--- config.mk ---
export PLATFORM = sky130hd
export DESIGN_NAME = hcr_regs
export DESIGN_NICKNAME = d
export VERILOG_FILES = /design/src/rtl/hcr_pkg.sv /design/src/rtl/hcr_regs.sv
export SDC_FILE = /design/constraint.sdc
export NUM_CORES = 1
export LEC_CHECK = 0
export CORE_MARGIN = 5
export CORE_UTILIZATION = 35
export CTS_CLUSTER_DIAMETER = 60
export DETAILED_ROUTE_END_ITERATION = 6
export DONT_BUFFER_PORTS = 1
export HOLD_SLACK_MARGIN = 0.05
export PLACE_DENSITY_LB_ADDON = 0.08
export SYNTH_ARGS = -nofsm -noshare
export SYNTH_HDL_FRONTEND = slang
export SYNTH_SLANG_ARGS = --single-unit
--- constraint.sdc ---
create_clock -name i_mclk -period 2.69 [get_ports i_mclk]
set_clock_uncertainty 0.05 [all_clocks]
set_input_delay 0.269 -clock i_mclk [delete_from_list [all_inputs] [get_ports i_mclk]]
set_output_delay 0.269 -clock i_mclk [all_outputs]
set_load 0.02 [all_outputs]
--- src/rtl/hcr_pkg.sv ---
// constants for the host control, topology and channel filter registers
package hcr_pkg;
    // register byte offsets
    localparam logic [7:0] HCR_CTRL_SET_OFS = 8'h50;
    localparam logic [7:0] HCR_CTRL_CLR_OFS = 8'h54;
    localparam logic [7:0] HCR_TOPO_BASE_OFS = 8'h64;
    localparam logic [7:0] HCR_TOPO_CNT_OFS = 8'h68;
    localparam logic [7:0] HCR_CHAN_SET_OFS = 8'h70;
    localparam logic [7:0] HCR_CHAN_CLR_OFS = 8'h74;
    // control register field positions
    localparam int HCR_LINK_EN_BIT = 17;
    localparam int HCR_SELF_RST_BIT = 16;
    localparam int HCR_BUF_WR_EN_BIT = 18;
    // topology base field
    localparam int HCR_BASE_LSB = 11;
    // topology count/status field positions
    localparam int HCR_FAULT_BIT = 31;
    localparam int HCR_EPOCH_LSB = 16;
    localparam int HCR_QCNT_LSB = 2;
    localparam int HCR_QCNT_W = 9;
    // reset values
    localparam logic [31:0] HCR_CHAN_RST = 32'h0000_0000;
    localparam logic [20:0] HCR_BASE_RST = 21'h00_0000;
    localparam logic [7:0] HCR_EPOCH_RST = 8'h00;
    // self reset duration in cycles
    localparam int HCR_SELF_RST_CYC = 16;
endpackage

--- src/rtl/hcr_regs.sv ---
// host control, topology buffer and upper channel filter register bank
//
// The implementer's own choice: the strobed register port.
`timescale 1ns/10ps
// Operation
// link enable cleared by hardware reset or self reset
// software sets link enable when ready, then forces a bus reset
// link enable low means disconnected: no receive, process or transmit
// self reset clears internal state, flushes fifos, restores registers
// self reset leaves host bus configuration registers untouched
// self reset bit reads one while in progress, clears itself
// control bits 15..0 always read as zero
// only base bits 31..11 writable and readable, 2 KB aligned
// self-ID packets stored from the programmed base address
// fault bit set when latest self-ID reception saw an error
// hardware errors and host bus write failures count as faults
// fault bit cleared after an error free self-ID reception
// epoch counts every bus reset, wraps 255 to zero; code counts bus resets only while link enable is set and no self reset runs
// quadlet count cleared at the start of each reception
// quadlet count tracks header plus data quadlets written
// count register reserved bits read as zero
// filter bit n enables isochronous channel n plus 32
// reading set or clear offset returns current filter
// software changes buffered write enable only with link disabled
// one at set offset sets, one at clear offset clears
// link enable held clear during self reset
module hcr_regs #(
    parameter int SELF_RST_CYC = hcr_pkg::HCR_SELF_RST_CYC
) (
    // clock and reset
    input wire logic i_mclk,
    input wire logic i_rst_b,
    // register port
    input wire logic [7:0] i_addr,
    input wire logic [31:0] i_wdata,
    input wire logic i_wr,
    input wire logic i_rd,
    output logic [31:0] o_rdata,
    // link receive side events
    input wire logic i_bus_reset,
    input wire logic i_rx_start,
    input wire logic i_rx_quadlet,
    input wire logic i_rx_done,
    input wire logic i_rx_hw_err,
    input wire logic i_rx_wr_fail,
    // state toward the link core
    output logic o_link_operation_enable,
    output logic o_controller_self_reset,
    output logic o_buffered_write_enable,
    output logic [31:0] o_topology_packet_buffer_base,
    output logic [31:0] o_upper_channel_filter
);

    localparam logic [4:0] RST_LAST = 5'(SELF_RST_CYC - 1);

    typedef enum logic [1:0] {
        HCR_RUN = 2'b01,
        HCR_SRST = 2'b10
    } hcr_state_t;

    hcr_state_t state_q;
    logic [4:0] rst_cnt_q;
    logic link_en_q;
    logic buf_wr_en_q;
    logic [20:0] base_q;
    logic fault_q;
    logic err_seen_q;
    logic [7:0] epoch_q;
    logic [8:0] qcnt_q;
    logic [31:0] chan_q;
    logic [31:0] rdata_q;
    logic srst;
    logic wr_ctrl_set;
    logic wr_ctrl_clr;
    logic rx_live;

    // decode of writes, self reset in progress flag
    assign wr_ctrl_set = i_wr && (i_addr == hcr_pkg::HCR_CTRL_SET_OFS);
    assign wr_ctrl_clr = i_wr && (i_addr == hcr_pkg::HCR_CTRL_CLR_OFS);
    assign srst = (state_q == HCR_SRST);
    // receive events only count while connected and not resetting
    assign rx_live = link_en_q && !srst;

    // self reset sequencer; counts a fixed number of cycles then ends
    always_ff @(posedge i_mclk) begin
        if (!i_rst_b) begin
            state_q <= HCR_RUN;
            rst_cnt_q <= 5'h00;
        end else begin
            unique case (state_q)
                HCR_RUN: begin
                    if (wr_ctrl_set && i_wdata[hcr_pkg::HCR_SELF_RST_BIT]) begin
                        state_q <= HCR_SRST;
                        rst_cnt_q <= 5'h00;
                    end
                end
                HCR_SRST: begin
                    if (rst_cnt_q == RST_LAST) begin
                        state_q <= HCR_RUN;
                    end else begin
                        rst_cnt_q <= rst_cnt_q + 5'h01;
                    end
                end
                default: begin
                    state_q <= HCR_RUN;
                end
            endcase
        end
    end

    // link enable; set requests ignored while a self reset runs
    always_ff @(posedge i_mclk) begin
        if (!i_rst_b) begin
            link_en_q <= 1'b0;
        end else if (srst) begin
            link_en_q <= 1'b0;
        end else if (wr_ctrl_set && i_wdata[hcr_pkg::HCR_SELF_RST_BIT]) begin
            link_en_q <= 1'b0;
        end else if (wr_ctrl_set && i_wdata[hcr_pkg::HCR_LINK_EN_BIT]) begin
            link_en_q <= 1'b1;
        end else if (wr_ctrl_clr && i_wdata[hcr_pkg::HCR_LINK_EN_BIT]) begin
            link_en_q <= 1'b0;
        end
    end

    // buffered write enable; software keeps it stable while linked
    always_ff @(posedge i_mclk) begin
        if (!i_rst_b || srst) begin
            buf_wr_en_q <= 1'b0;
        end else if (wr_ctrl_set && i_wdata[hcr_pkg::HCR_BUF_WR_EN_BIT]) begin
            buf_wr_en_q <= 1'b1;
        end else if (wr_ctrl_clr && i_wdata[hcr_pkg::HCR_BUF_WR_EN_BIT]) begin
            buf_wr_en_q <= 1'b0;
        end
    end

    // topology buffer base, only the aligned upper bits are stored
    always_ff @(posedge i_mclk) begin
        if (!i_rst_b || srst) begin
            base_q <= hcr_pkg::HCR_BASE_RST;
        end else if (i_wr && i_addr == hcr_pkg::HCR_TOPO_BASE_OFS) begin
            base_q <= i_wdata[31:hcr_pkg::HCR_BASE_LSB];
        end
    end

    // bus reset epoch, wraps naturally at eight bits
    always_ff @(posedge i_mclk) begin
        if (!i_rst_b || srst) begin
            epoch_q <= hcr_pkg::HCR_EPOCH_RST;
        end else if (rx_live && i_bus_reset) begin
            epoch_q <= epoch_q + 8'h01;
        end
    end

    // quadlet count; start wins over a same cycle quadlet
    always_ff @(posedge i_mclk) begin
        if (!i_rst_b || srst) begin
            qcnt_q <= 9'h000;
        end else if (rx_live && i_rx_start) begin
            qcnt_q <= 9'h000;
        end else if (rx_live && i_rx_quadlet && qcnt_q != 9'h1FF) begin
            qcnt_q <= qcnt_q + 9'h001;
        end
    end

    // error gathered over one reception, judged at its end
    always_ff @(posedge i_mclk) begin
        if (!i_rst_b || srst) begin
            err_seen_q <= 1'b0;
        end else if (rx_live && i_rx_start) begin
            err_seen_q <= i_rx_hw_err || i_rx_wr_fail;
        end else if (rx_live && (i_rx_hw_err || i_rx_wr_fail)) begin
            err_seen_q <= 1'b1;
        end
    end

    // fault flag; an error in the last cycle still counts
    always_ff @(posedge i_mclk) begin
        if (!i_rst_b || srst) begin
            fault_q <= 1'b0;
        end else if (rx_live && i_rx_done) begin
            fault_q <= err_seen_q || i_rx_hw_err || i_rx_wr_fail;
        end
    end

    // upper channel filter, set wins if both offsets hit at once
    always_ff @(posedge i_mclk) begin
        if (!i_rst_b || srst) begin
            chan_q <= hcr_pkg::HCR_CHAN_RST;
        end else if (i_wr && i_addr == hcr_pkg::HCR_CHAN_SET_OFS) begin
            chan_q <= chan_q | i_wdata;
        end else if (i_wr && i_addr == hcr_pkg::HCR_CHAN_CLR_OFS) begin
            chan_q <= chan_q & ~i_wdata;
        end
    end

    // read mux; unmapped offsets and reserved bits read zero
    // not cleared by self reset: bus side state stays put
    always_ff @(posedge i_mclk) begin
        if (!i_rst_b) begin
            rdata_q <= 32'h0000_0000;
        end else if (i_rd) begin
            unique case (i_addr)
                hcr_pkg::HCR_CTRL_SET_OFS,
                hcr_pkg::HCR_CTRL_CLR_OFS: begin
                    rdata_q <= {13'h0000, buf_wr_en_q, link_en_q, srst,
                                16'h0000};
                end
                hcr_pkg::HCR_TOPO_BASE_OFS: begin
                    rdata_q <= {base_q, 11'h000};
                end
                hcr_pkg::HCR_TOPO_CNT_OFS: begin
                    rdata_q <= {fault_q, 7'h00, epoch_q, 5'h00, qcnt_q,
                                2'h0};
                end
                hcr_pkg::HCR_CHAN_SET_OFS,
                hcr_pkg::HCR_CHAN_CLR_OFS: begin
                    rdata_q <= chan_q;
                end
                default: begin
                    rdata_q <= 32'h0000_0000;
                end
            endcase
        end else begin
            rdata_q <= 32'h0000_0000;
        end
    end

    // outputs toward the link core, registered
    always_ff @(posedge i_mclk) begin
        if (!i_rst_b) begin
            o_link_operation_enable <= 1'b0;
            o_controller_self_reset <= 1'b0;
            o_buffered_write_enable <= 1'b0;
            o_topology_packet_buffer_base <= 32'h0000_0000;
            o_upper_channel_filter <= 32'h0000_0000;
        end else begin
            o_link_operation_enable <= link_en_q && !srst;
            o_controller_self_reset <= srst;
            o_buffered_write_enable <= buf_wr_en_q;
            o_topology_packet_buffer_base <= {base_q, 11'h000};
            o_upper_channel_filter <= chan_q;
        end
    end

    assign o_rdata = rdata_q;

endmodule // hcr_regs

==> impl_metrics.ini, run 1 <==
[final_layout]
drive_gt1_frac = 0.0763
fillers = 1610
fin_nets = 711
insertedDiodeCount = 0
synthToLayoutAreaGrowth_pct = 24.0

[cts]
htree_levels = 4
post_cts_buffers = 0
clkLatencyLatePin_ns = 0.42
cts_tree = built
ctsResizeCount = 0
cts_root_buffer = clkbuf_16
hold_buffers = 58
cts.clk_slew.worst_paths_ns = 0.06
cts_buffers = 17
clkSinkCount = 169
clock_path_buffers = 2

[timing]
fin_crit_sh = 0.874
fin_crit_ns = 2.35
hold_viol_final = 0
slew_violations = 0
fmax_mhz = 425
fin_setup_tns_ns = 0
worstMarginPinSlew_ns = 1.02
rsz0062_at_grt = no
relSlewSlack = 0.317
worst_slack_ns = 0.339
setup_viol = 0

[global_route]
grtUsageTotal = 0.169
grt_pass1_wl_mm = 26.2
grt_pass1_vias = 4638
grt_max_degree = 65
gr-total-overflow = 0
grt_antenna_before_repair = 0

[setup_path]
regToRegStartpoint = state_q[0]$_SDFFE_PN1P_
crit_required_ns = 3.00
startpoint = state_q[0]$_SDFFE_PN1P_
end_kind = flop
start_kind = flop
crit_type = reg -> reg
worst-r2r-setup-slack_ns = 0.34
ff2ff_path_depth = 5
critical_path_arrival_ns = 2.66
crit_fanout = 33

[synthesis]
synthTopCellsByArea = dfxtp_1, and2_1, a21oi_1
ys_ff_latch = 169
synth_top_area_cell = dfxtp_1
synth-edff-count = 0
postSynthAreaPerCell_um2 = 9.79
synthArstFlopShare = 0
ys_seq_area_frac = 0.569
netlist_instances = 607
synth.most_common_cell = dfxtp_1
yosys-top-cells-count = dfxtp_1, a21oi_1, and2_1, nand2_1, nor2_1
synthFlopType = dfxtp_1
yosys_warnings = 0
synth_top_area_frac = 0.569
syn_area_um2 = 5940
ys_types = 44

[detailed_routing]
via_per_inst = 5.18
wl_met1_mm = 7.44
highest_layer = met4
ant_nets = 0
avgRoutedWirePerCell_um = 18.6
drt_iter0_drc = 225
wl_met3_um = 937
vias = 4599
first_pass_iters = 5
route.detailed.drc = 0
wl_met2_mm = 7.85
wirelength_mm = 16.5

[status]
status = complete, no violations

[min_path]
min_to = state_q[0]$_SDFFE_PN1P_
hp-start = i_rst_b
min_delay_path_depth = 2
hold_path.class = in -> reg

[placed_design]
place_ws_ns = 0.615
portBuffers = 0
gp_congestion = 0.751
place_hpwl_mm = 10.9

[die]
die_x_um = 140
dieArea_um2 = 19700
fp-row-count = 47
start_util = 0.357
dieHeight_um = 140
core-area_um2 = 16600
io_pins = 149

[job]
max_cap_violations = 0

[power_and_ir_drop]
vdd_drop_max_uv = 431
power.density_nw_per_um2 = 719
p_leak_uw = 0.00264
[routing by layer]
layer  GRT usage  vias up
met5           0        -
met4      0.0535        0
met3      0.0412       19
met2       0.278      140
met1       0.220     2201
li1            -     2239
[power by group]
part	internal [uW]	switching (uW)
logic	59.3	89.4
registers	2500	2.90
clock network	1670	971
[placed cells by master (no fill, tap or decap), types with 7 or more instances in the layout]
cell type | synthesis | final
a311oi_1 | 32 | 32
buf_4 | 14 | 14
nand2_1 | 57 | 56
a22oi_1 | 22 | 22
nand4_1 | 8 | 8
clkbuf_16 | 0 | 17
a21oi_1 | 67 | 67
o21ai_0 | 11 | 11
dlygate4sd3_1 | 0 | 57
nor2_1 | 45 | 44
nand3_1 | 8 | 8
and2_1 | 59 | 59
a222oi_1 | 7 | 7
and3_1 | 7 | 7
dfxtp_1 | 169 | 169
conb_1 | 1 | 11
[metrics by stage]
stage               instance area, um^2   util  power, uW  instances  hold WS, ns
floorplan                          5980      -       2640        617        0.328
global placement                   6130  0.368       2630        799        0.289
detailed placement                 6130  0.368       2630        799        0.291
CTS                                7370  0.443       5370        888       0.0710
global route                       7370  0.443       5490        888       0.0914
finish                             7370  0.443       5300        888       0.0679
[worst max-delay path by stage]
stage                             endpoint  slack (ns)  cells past startpoint
floorplan           qcnt_q[6]$_SDFFE_PP0P_        0.78                      8
global placement    qcnt_q[6]$_SDFFE_PP0P_        0.66                      8
detailed placement  qcnt_q[6]$_SDFFE_PP0P_        0.61                      8
CTS                                   flop        0.35                      5
global route                          flop        0.14                      5
finish                                flop        0.34                      5
[critical path, stage by stage, from the launching register on]
cell,delay [ns]
dfxtp_1,0.32
nand2b_1,0.39
nand2_2,0.33
buf_4,0.36
a311oi_1,0.24
dlygate4sd3_1,0.59
[layout make-up]
class                   count  area [um^2]  share of cell area
well taps                 220          275              0.0374
flip-flops and latches    169         3380               0.459
clock buffers              20          447              0.0606
inverters                   4         15.0             0.00204
clock inverters            11          195              0.0265
multi-input cells         391         2330               0.316
repair buffers             73          723              0.0981
[logic make-up after synthesis]
group,Yosys count,synth area share
and+or+nand+nor,212,0.186
DFF,169,0.569
AOI/OAI and AO/OA,152,0.170
buffers and inverters,57,0.0461
xor gates and xnor gates,7,0.0103
adders and majority gates,5,0.0105
muxes,4,0.00695
other,1,0.000631
No activity file was read; power rests on OpenSTA's default activity.
==> run 2, diff against run 1 <==
Settings changed: CELL_PAD_IN_SITES_DETAIL_PLACEMENT set to 1, CELL_PAD_IN_SITES_GLOBAL_PLACEMENT set to 2.
==> impl_metrics.ini, run 2 (synthesis gave the netlist of run 1 again) <==
[status]
status = complete, no violations

[global_route]
grt_pass1_vias = 4979
gr-total-overflow = 0
grt_max_degree = 67
grt_pass1_wl_mm = 27.9
grtUsageTotal = 0.179
grt_antenna_before_repair = 0

[power_and_ir_drop]
p_leak_uw = 0.00269
p_total_uw = 5110
vdd_drop_max_uv = 433
power.density_nw_per_um2 = 690

[cts]
clkSinkCount = 169
hold_buffers = 69
clock_path_buffers = 2
post_cts_buffers = 0
cts_root_buffer = clkbuf_16
cts_buffers = 17
htree_levels = 4
ctsResizeCount = 0
cts.clk_slew.worst_paths_ns = 0.07
cts_tree = built
clkLatencyLatePin_ns = 0.43

[die]
dieHeight_um = 140
core-area_um2 = 16600
dieArea_um2 = 19700
fp-row-count = 47
die_x_um = 140
io_pins = 149
start_util = 0.357

[timing]
setup_viol = 0
fin_setup_tns_ns = 0
worst_slack_ns = 0.418
worstMarginPinSlew_ns = 0.734
hold_viol_final = 0
hold_ws_ns = 0.0691
fmax_mhz = 440
fin_crit_sh = 0.845
rsz0062_at_grt = no
relSlewSlack = 0.511
slew_violations = 0
fin_crit_ns = 2.27

[min_path]
min_to = o_rdata[16]$_SDFF_PN0_
hp-start = i_addr[6]
hold_path.class = in -> reg
min_delay_path_depth = 3

[setup_path]
ff2ff_path_depth = 6
end_kind = flop
worst-r2r-setup-slack_ns = 0.42
crit_type = reg -> reg
crit_chain = nand2b_1 > buf_4 > nand2_2 > buf_12 > a311oi_1 > dlygate4sd3_1
crit_slowest_cell = dlygate4sd3_1
crit_required_ns = 3.01
start_kind = flop
regToRegStartpoint = state_q[0]$_SDFFE_PN1P_
crit_fanout = 63
critical_path_arrival_ns = 2.59
critPathMaxStageDelay_ns = 0.58

[detailed_routing]
vias = 4678
via_per_inst = 5.22
drt_iter0_drc = 202
avgRoutedWirePerCell_um = 19.8
first_pass_iters = 4
route.detailed.drc = 0
ant_nets = 0
wirelength_mm = 17.7

[final_layout]
insertedDiodeCount = 0
layout_commonest_cell = dfxtp_1
postLayoutCoreUtil = 0.445
fin_nets = 718
synthToLayoutAreaGrowth_pct = 24.6
final_cell_mix = dfxtp_1, dlygate4sd3_1, a21oi_1, and2_1, nand2_1
drive_gt1_frac = 0.0740

[placed_design]
place_hpwl_mm = 11.3
portBuffers = 0
place_ws_ns = 0.559
gp_congestion = 0.766

[job]
max_cap_violations = 0
run 2: layer usage:
metal	share of wire	routed length, um	global-route usage	vias to the layer above
met5	0	0	0	-
met1	0.45	7970	0.221	2316
met4	0.0080	142	0.0586	0
met2	0.50	8820	0.309	97
met3	0.045	789	0.0419	10
li1	-	-	-	2255
run 2: stage by stage:
step | instance area, um^2 | cells
6_report | 7410 | 896
5_1_grt | 7410 | 896
4_1_cts | 7410 | 896
3_5_place_dp | 6110 | 795
3_3_place_gp | 6110 | 795
2_1_floorplan | 5980 | 617
run 2: layout make-up:
| cell class | count | area (um^2) |
|---|---|---|
| repair buffers | 80 | 816 |
| well taps | 220 | 275 |
| flip-flops and latches | 169 | 3380 |
| inverters | 4 | 15.0 |
| multi-input cells | 391 | 2330 |
| clock buffers | 17 | 425 |
| clock inverters | 15 | 165 |
| fillers | 1879 | 9230 |
run 2: power breakdown:
group	internal, uW	switching [uW]
Clock	1390	1070
Combinational	60.7	91.2
Sequential	2500	2.90
run 2: how the worst max path moves through the flow:
| stage | end | start | slack [ns] | cells past startpoint |
|---|---|---|---|---|
| after floorplan | qcnt_q[6]$_SDFFE_PP0P_ | qcnt_q[0]$_SDFFE_PP0P_ | 0.78 | 8 |
| after global placement | qcnt_q[6]$_SDFFE_PP0P_ | qcnt_q[0]$_SDFFE_PP0P_ | 0.66 | 8 |
| after detailed placement | qcnt_q[6]$_SDFFE_PP0P_ | qcnt_q[0]$_SDFFE_PP0P_ | 0.56 | 8 |
| after CTS | buf_wr_en_q$_SDFFE_PP0P_ | state_q[0]$_SDFFE_PN1P_ | 0.45 | 6 |
| after global routing | flop | state_q[0]$_SDFFE_PN1P_ | 0.25 | 6 |
| final | flop | state_q[0]$_SDFFE_PN1P_ | 0.42 | 6 |
run 2: critical path, delay by kind of cell, from the launching register on:
family | cells | cell delay (ns)
AO/OA/AOI/OAI | 1 | 0.26
buffers and inverters | 3 | 1.04
AND/OR/NAND/NOR | 2 | 0.47
flip-flops | 1 | 0.32
==> run 3, diff against run 2 <==
Settings changed: ABC_AREA set to 1, CORE_UTILIZATION 35 to 31.
Clock period 2.69 ns to 1.95 ns, I/O delays scaled along.
==> impl_metrics.ini, run 3 <==
[detailed_routing]
avgRoutedWirePerCell_um = 16.2
first_pass_iters = 4
ant_nets = 0
route.detailed.drc = 0
wirelength_mm = 19.8
via_per_inst = 4.48
vias = 5459
drt_iter0_drc = 155

[timing]
rsz0062_at_grt = yes
hold_viol_final = 0
fmax_mhz = 549
fin_crit_ns = 1.82
fin_setup_tns_ns = 0
slew_violations = 0
hold_ws_ns = 0.0666
setup_viol = 0
fin_crit_sh = 0.935

[power_and_ir_drop]
power.density_nw_per_um2 = 914
seq_power_share = 0.476
swShare = 0.227
combPwrFrac = 0.039
power_frac_clock = 0.485
vdd_drop_max_uv = 534
p_leak_uw = 0.00349
internal-power_uw = 5630
switching_power_uw = 1650

[global_route]
grt_pass1_wl_mm = 31.2
grt_pass1_vias = 5937
gr-total-overflow = 0
grt_max_degree = 63
grtUsageTotal = 0.163
grt_antenna_before_repair = 0

[setup_path]
worst-r2r-setup-slack_ns = 0.14
crit_required_ns = 2.27
r2r-end = link_en_q$_SDFFE_PP0P_
start_kind = primary input
crit_fanout = 4
critical_path_arrival_ns = 2.14
ff2ff_path_depth = 7
regToRegStartpoint = state_q[1]$_SDFFE_PN0P_
crit_type = in -> reg
end_kind = flop

[status]
status = complete, no violations

[synthesis]
synth.most_common_cell = dfxtp_1
yosys_warnings = 0
synthFlopType = dfxtp_1
ys_ff_latch = 169
synth_top_area_cell = dfxtp_1
yosys-top-cells-count = dfxtp_1, inv_1, nand2_1, nor2_1, o21ai_0
synth-edff-count = 0
postSynthAreaPerCell_um2 = 7.43
synthTopCellsByArea = dfxtp_1, inv_1, nand2_1
syn_area_um2 = 6520
synth_top_area_frac = 0.519
ys_seq_area_frac = 0.519
ys_types = 30
netlist_instances = 877
synthArstFlopShare = 0

[final_layout]
layout_commonest_cell = dfxtp_1
seq_area_um2 = 3380
drive_gt1_frac = 0.0785
fillers = 2571
multi_input_area_um2 = 2330
final_cell_mix = dfxtp_1, inv_1, nand2_1, nor2_1, o21ai_0
insertedDiodeCount = 0
fin_nets = 985
stdcell_area_um2 = 7960
postLayoutCoreUtil = 0.381
synthToLayoutAreaGrowth_pct = 22.1

[placed_design]
dpl_cell_area_um2 = 6800
place_hpwl_mm = 14.2
portBuffers = 0
gp_congestion = 0.789

[cts]
clock_path_buffers = 2
cts_root_buffer = clkbuf_16
clkSinkCount = 169
cts_tree = built
cts_buffers = 17
cts.clk_slew.worst_paths_ns = 0.07
clkLatencyLatePin_ns = 0.42
htree_levels = 4
post_cts_buffers = 0

[die]
core-area_um2 = 20900
io_pins = 149
dieHeight_um = 155
fp-row-count = 53
start_util = 0.312
dieArea_um2 = 24000
die_x_um = 155

[job]
max_cap_violations = 0

[min_path]
min_delay_path_depth = 5
hold_path.class = in -> reg
min_to = buf_wr_en_q$_SDFFE_PP0P_
hp-start = i_wr
## run 3: cell count changes after synthesis, moves of 10 or more
| cell | delta |
|---|---|
| nor2_1 | +80 |
| a22oi_1 | -21 |
| and2_1 | -59 |
| a21oi_1 | -15 |
| nand3_1 | +22 |
| clkbuf_1 | -17 |
| o21ai_1 | +10 |
| o21ai_0 | +56 |
| nor3_1 | +33 |
| a311oi_1 | -32 |
| inv_1 | +155 |
| nand2_1 | +86 |
## run 3: area by class of cell
type	count	share of cell area
flip-flops and latches	169	0.425
multi-input cells	510	0.293
clock inverters	12	0.0204
clock buffers	20	0.0561
repair buffers	69	0.0849
well taps	275	0.0432
inverters	163	0.0773
## run 3: how the worst max path moves through the flow
stage,from,endpoint
global placement,qcnt_q[3]$_SDFFE_PP0P_,qcnt_q[5]$_SDFFE_PP0P_
global route,state_q[0]$_SDFFE_PN1P_,fault_q$_SDFFE_PP0P_
detailed placement,qcnt_q[3]$_SDFFE_PP0P_,qcnt_q[7]$_SDFFE_PP0P_
floorplan,qcnt_q[3]$_SDFFE_PP0P_,qcnt_q[5]$_SDFFE_PP0P_
finish,i_wdata[17],link_en_q$_SDFFE_PP0P_
CTS,state_q[1]$_SDFFE_PN0P_,flop
## run 3: timing repair
action                                  4_1_cts  5_1_grt
hold buffers                                 51        0
endpoints found under the hold margin       131        0
gates resized for setup                       0        7
endpoints found under the setup margin        0       16
## run 3: per-layer routing
metal	up-vias	wire, um	track usage
met5	-	0	0
met2	101	9850	0.292
li1	2787	-	-
met4	0	239	0.0471
met3	19	883	0.0323
met1	2552	8820	0.199
## run 3: power by group through the flow
stage	Combinational [uW]	Sequential, uW	Clock (uW)
floorplan	165	3540	0
global placement	171	3540	0
detailed placement	176	3540	0
CTS	286	3460	3630
global route	313	3460	3770
finish	283	3470	3530
## run 3: critical path, stage by stage
cell and delay (ns):
dlygate4sd3_1 0.61, nand2_1 0.07, dlygate4sd3_1 0.56, a21oi_1 0.15, dlygate4sd3_1 0.55
## run 3: logic make-up (layout without fill, tap and decap cells)
kind of cell               after synthesis  in the layout  synth area share
and+or+nand+nor                        355            355             0.229
buffers and inverters                  208            264             0.133
DFF                                    169            169             0.519
AOI/OAI and AO/OA                      139            139             0.109
adders and majority gates                5              5           0.00960
other                                    1             11          0.000575
## run 3: metrics by stage
| stage | worst slack, ns | std cells | total power [uW] |
|---|---|---|---|
| global placement | 0.134 | 1135 | 3720 |
| finish | 0.128 | 1218 | 7280 |
| detailed placement | 0.0539 | 1135 | 3720 |
| CTS | 0.0143 | 1218 | 7390 |
| global route | -0.00777 | 1218 | 7550 |
| floorplan | 0.282 | 887 | 3710 |
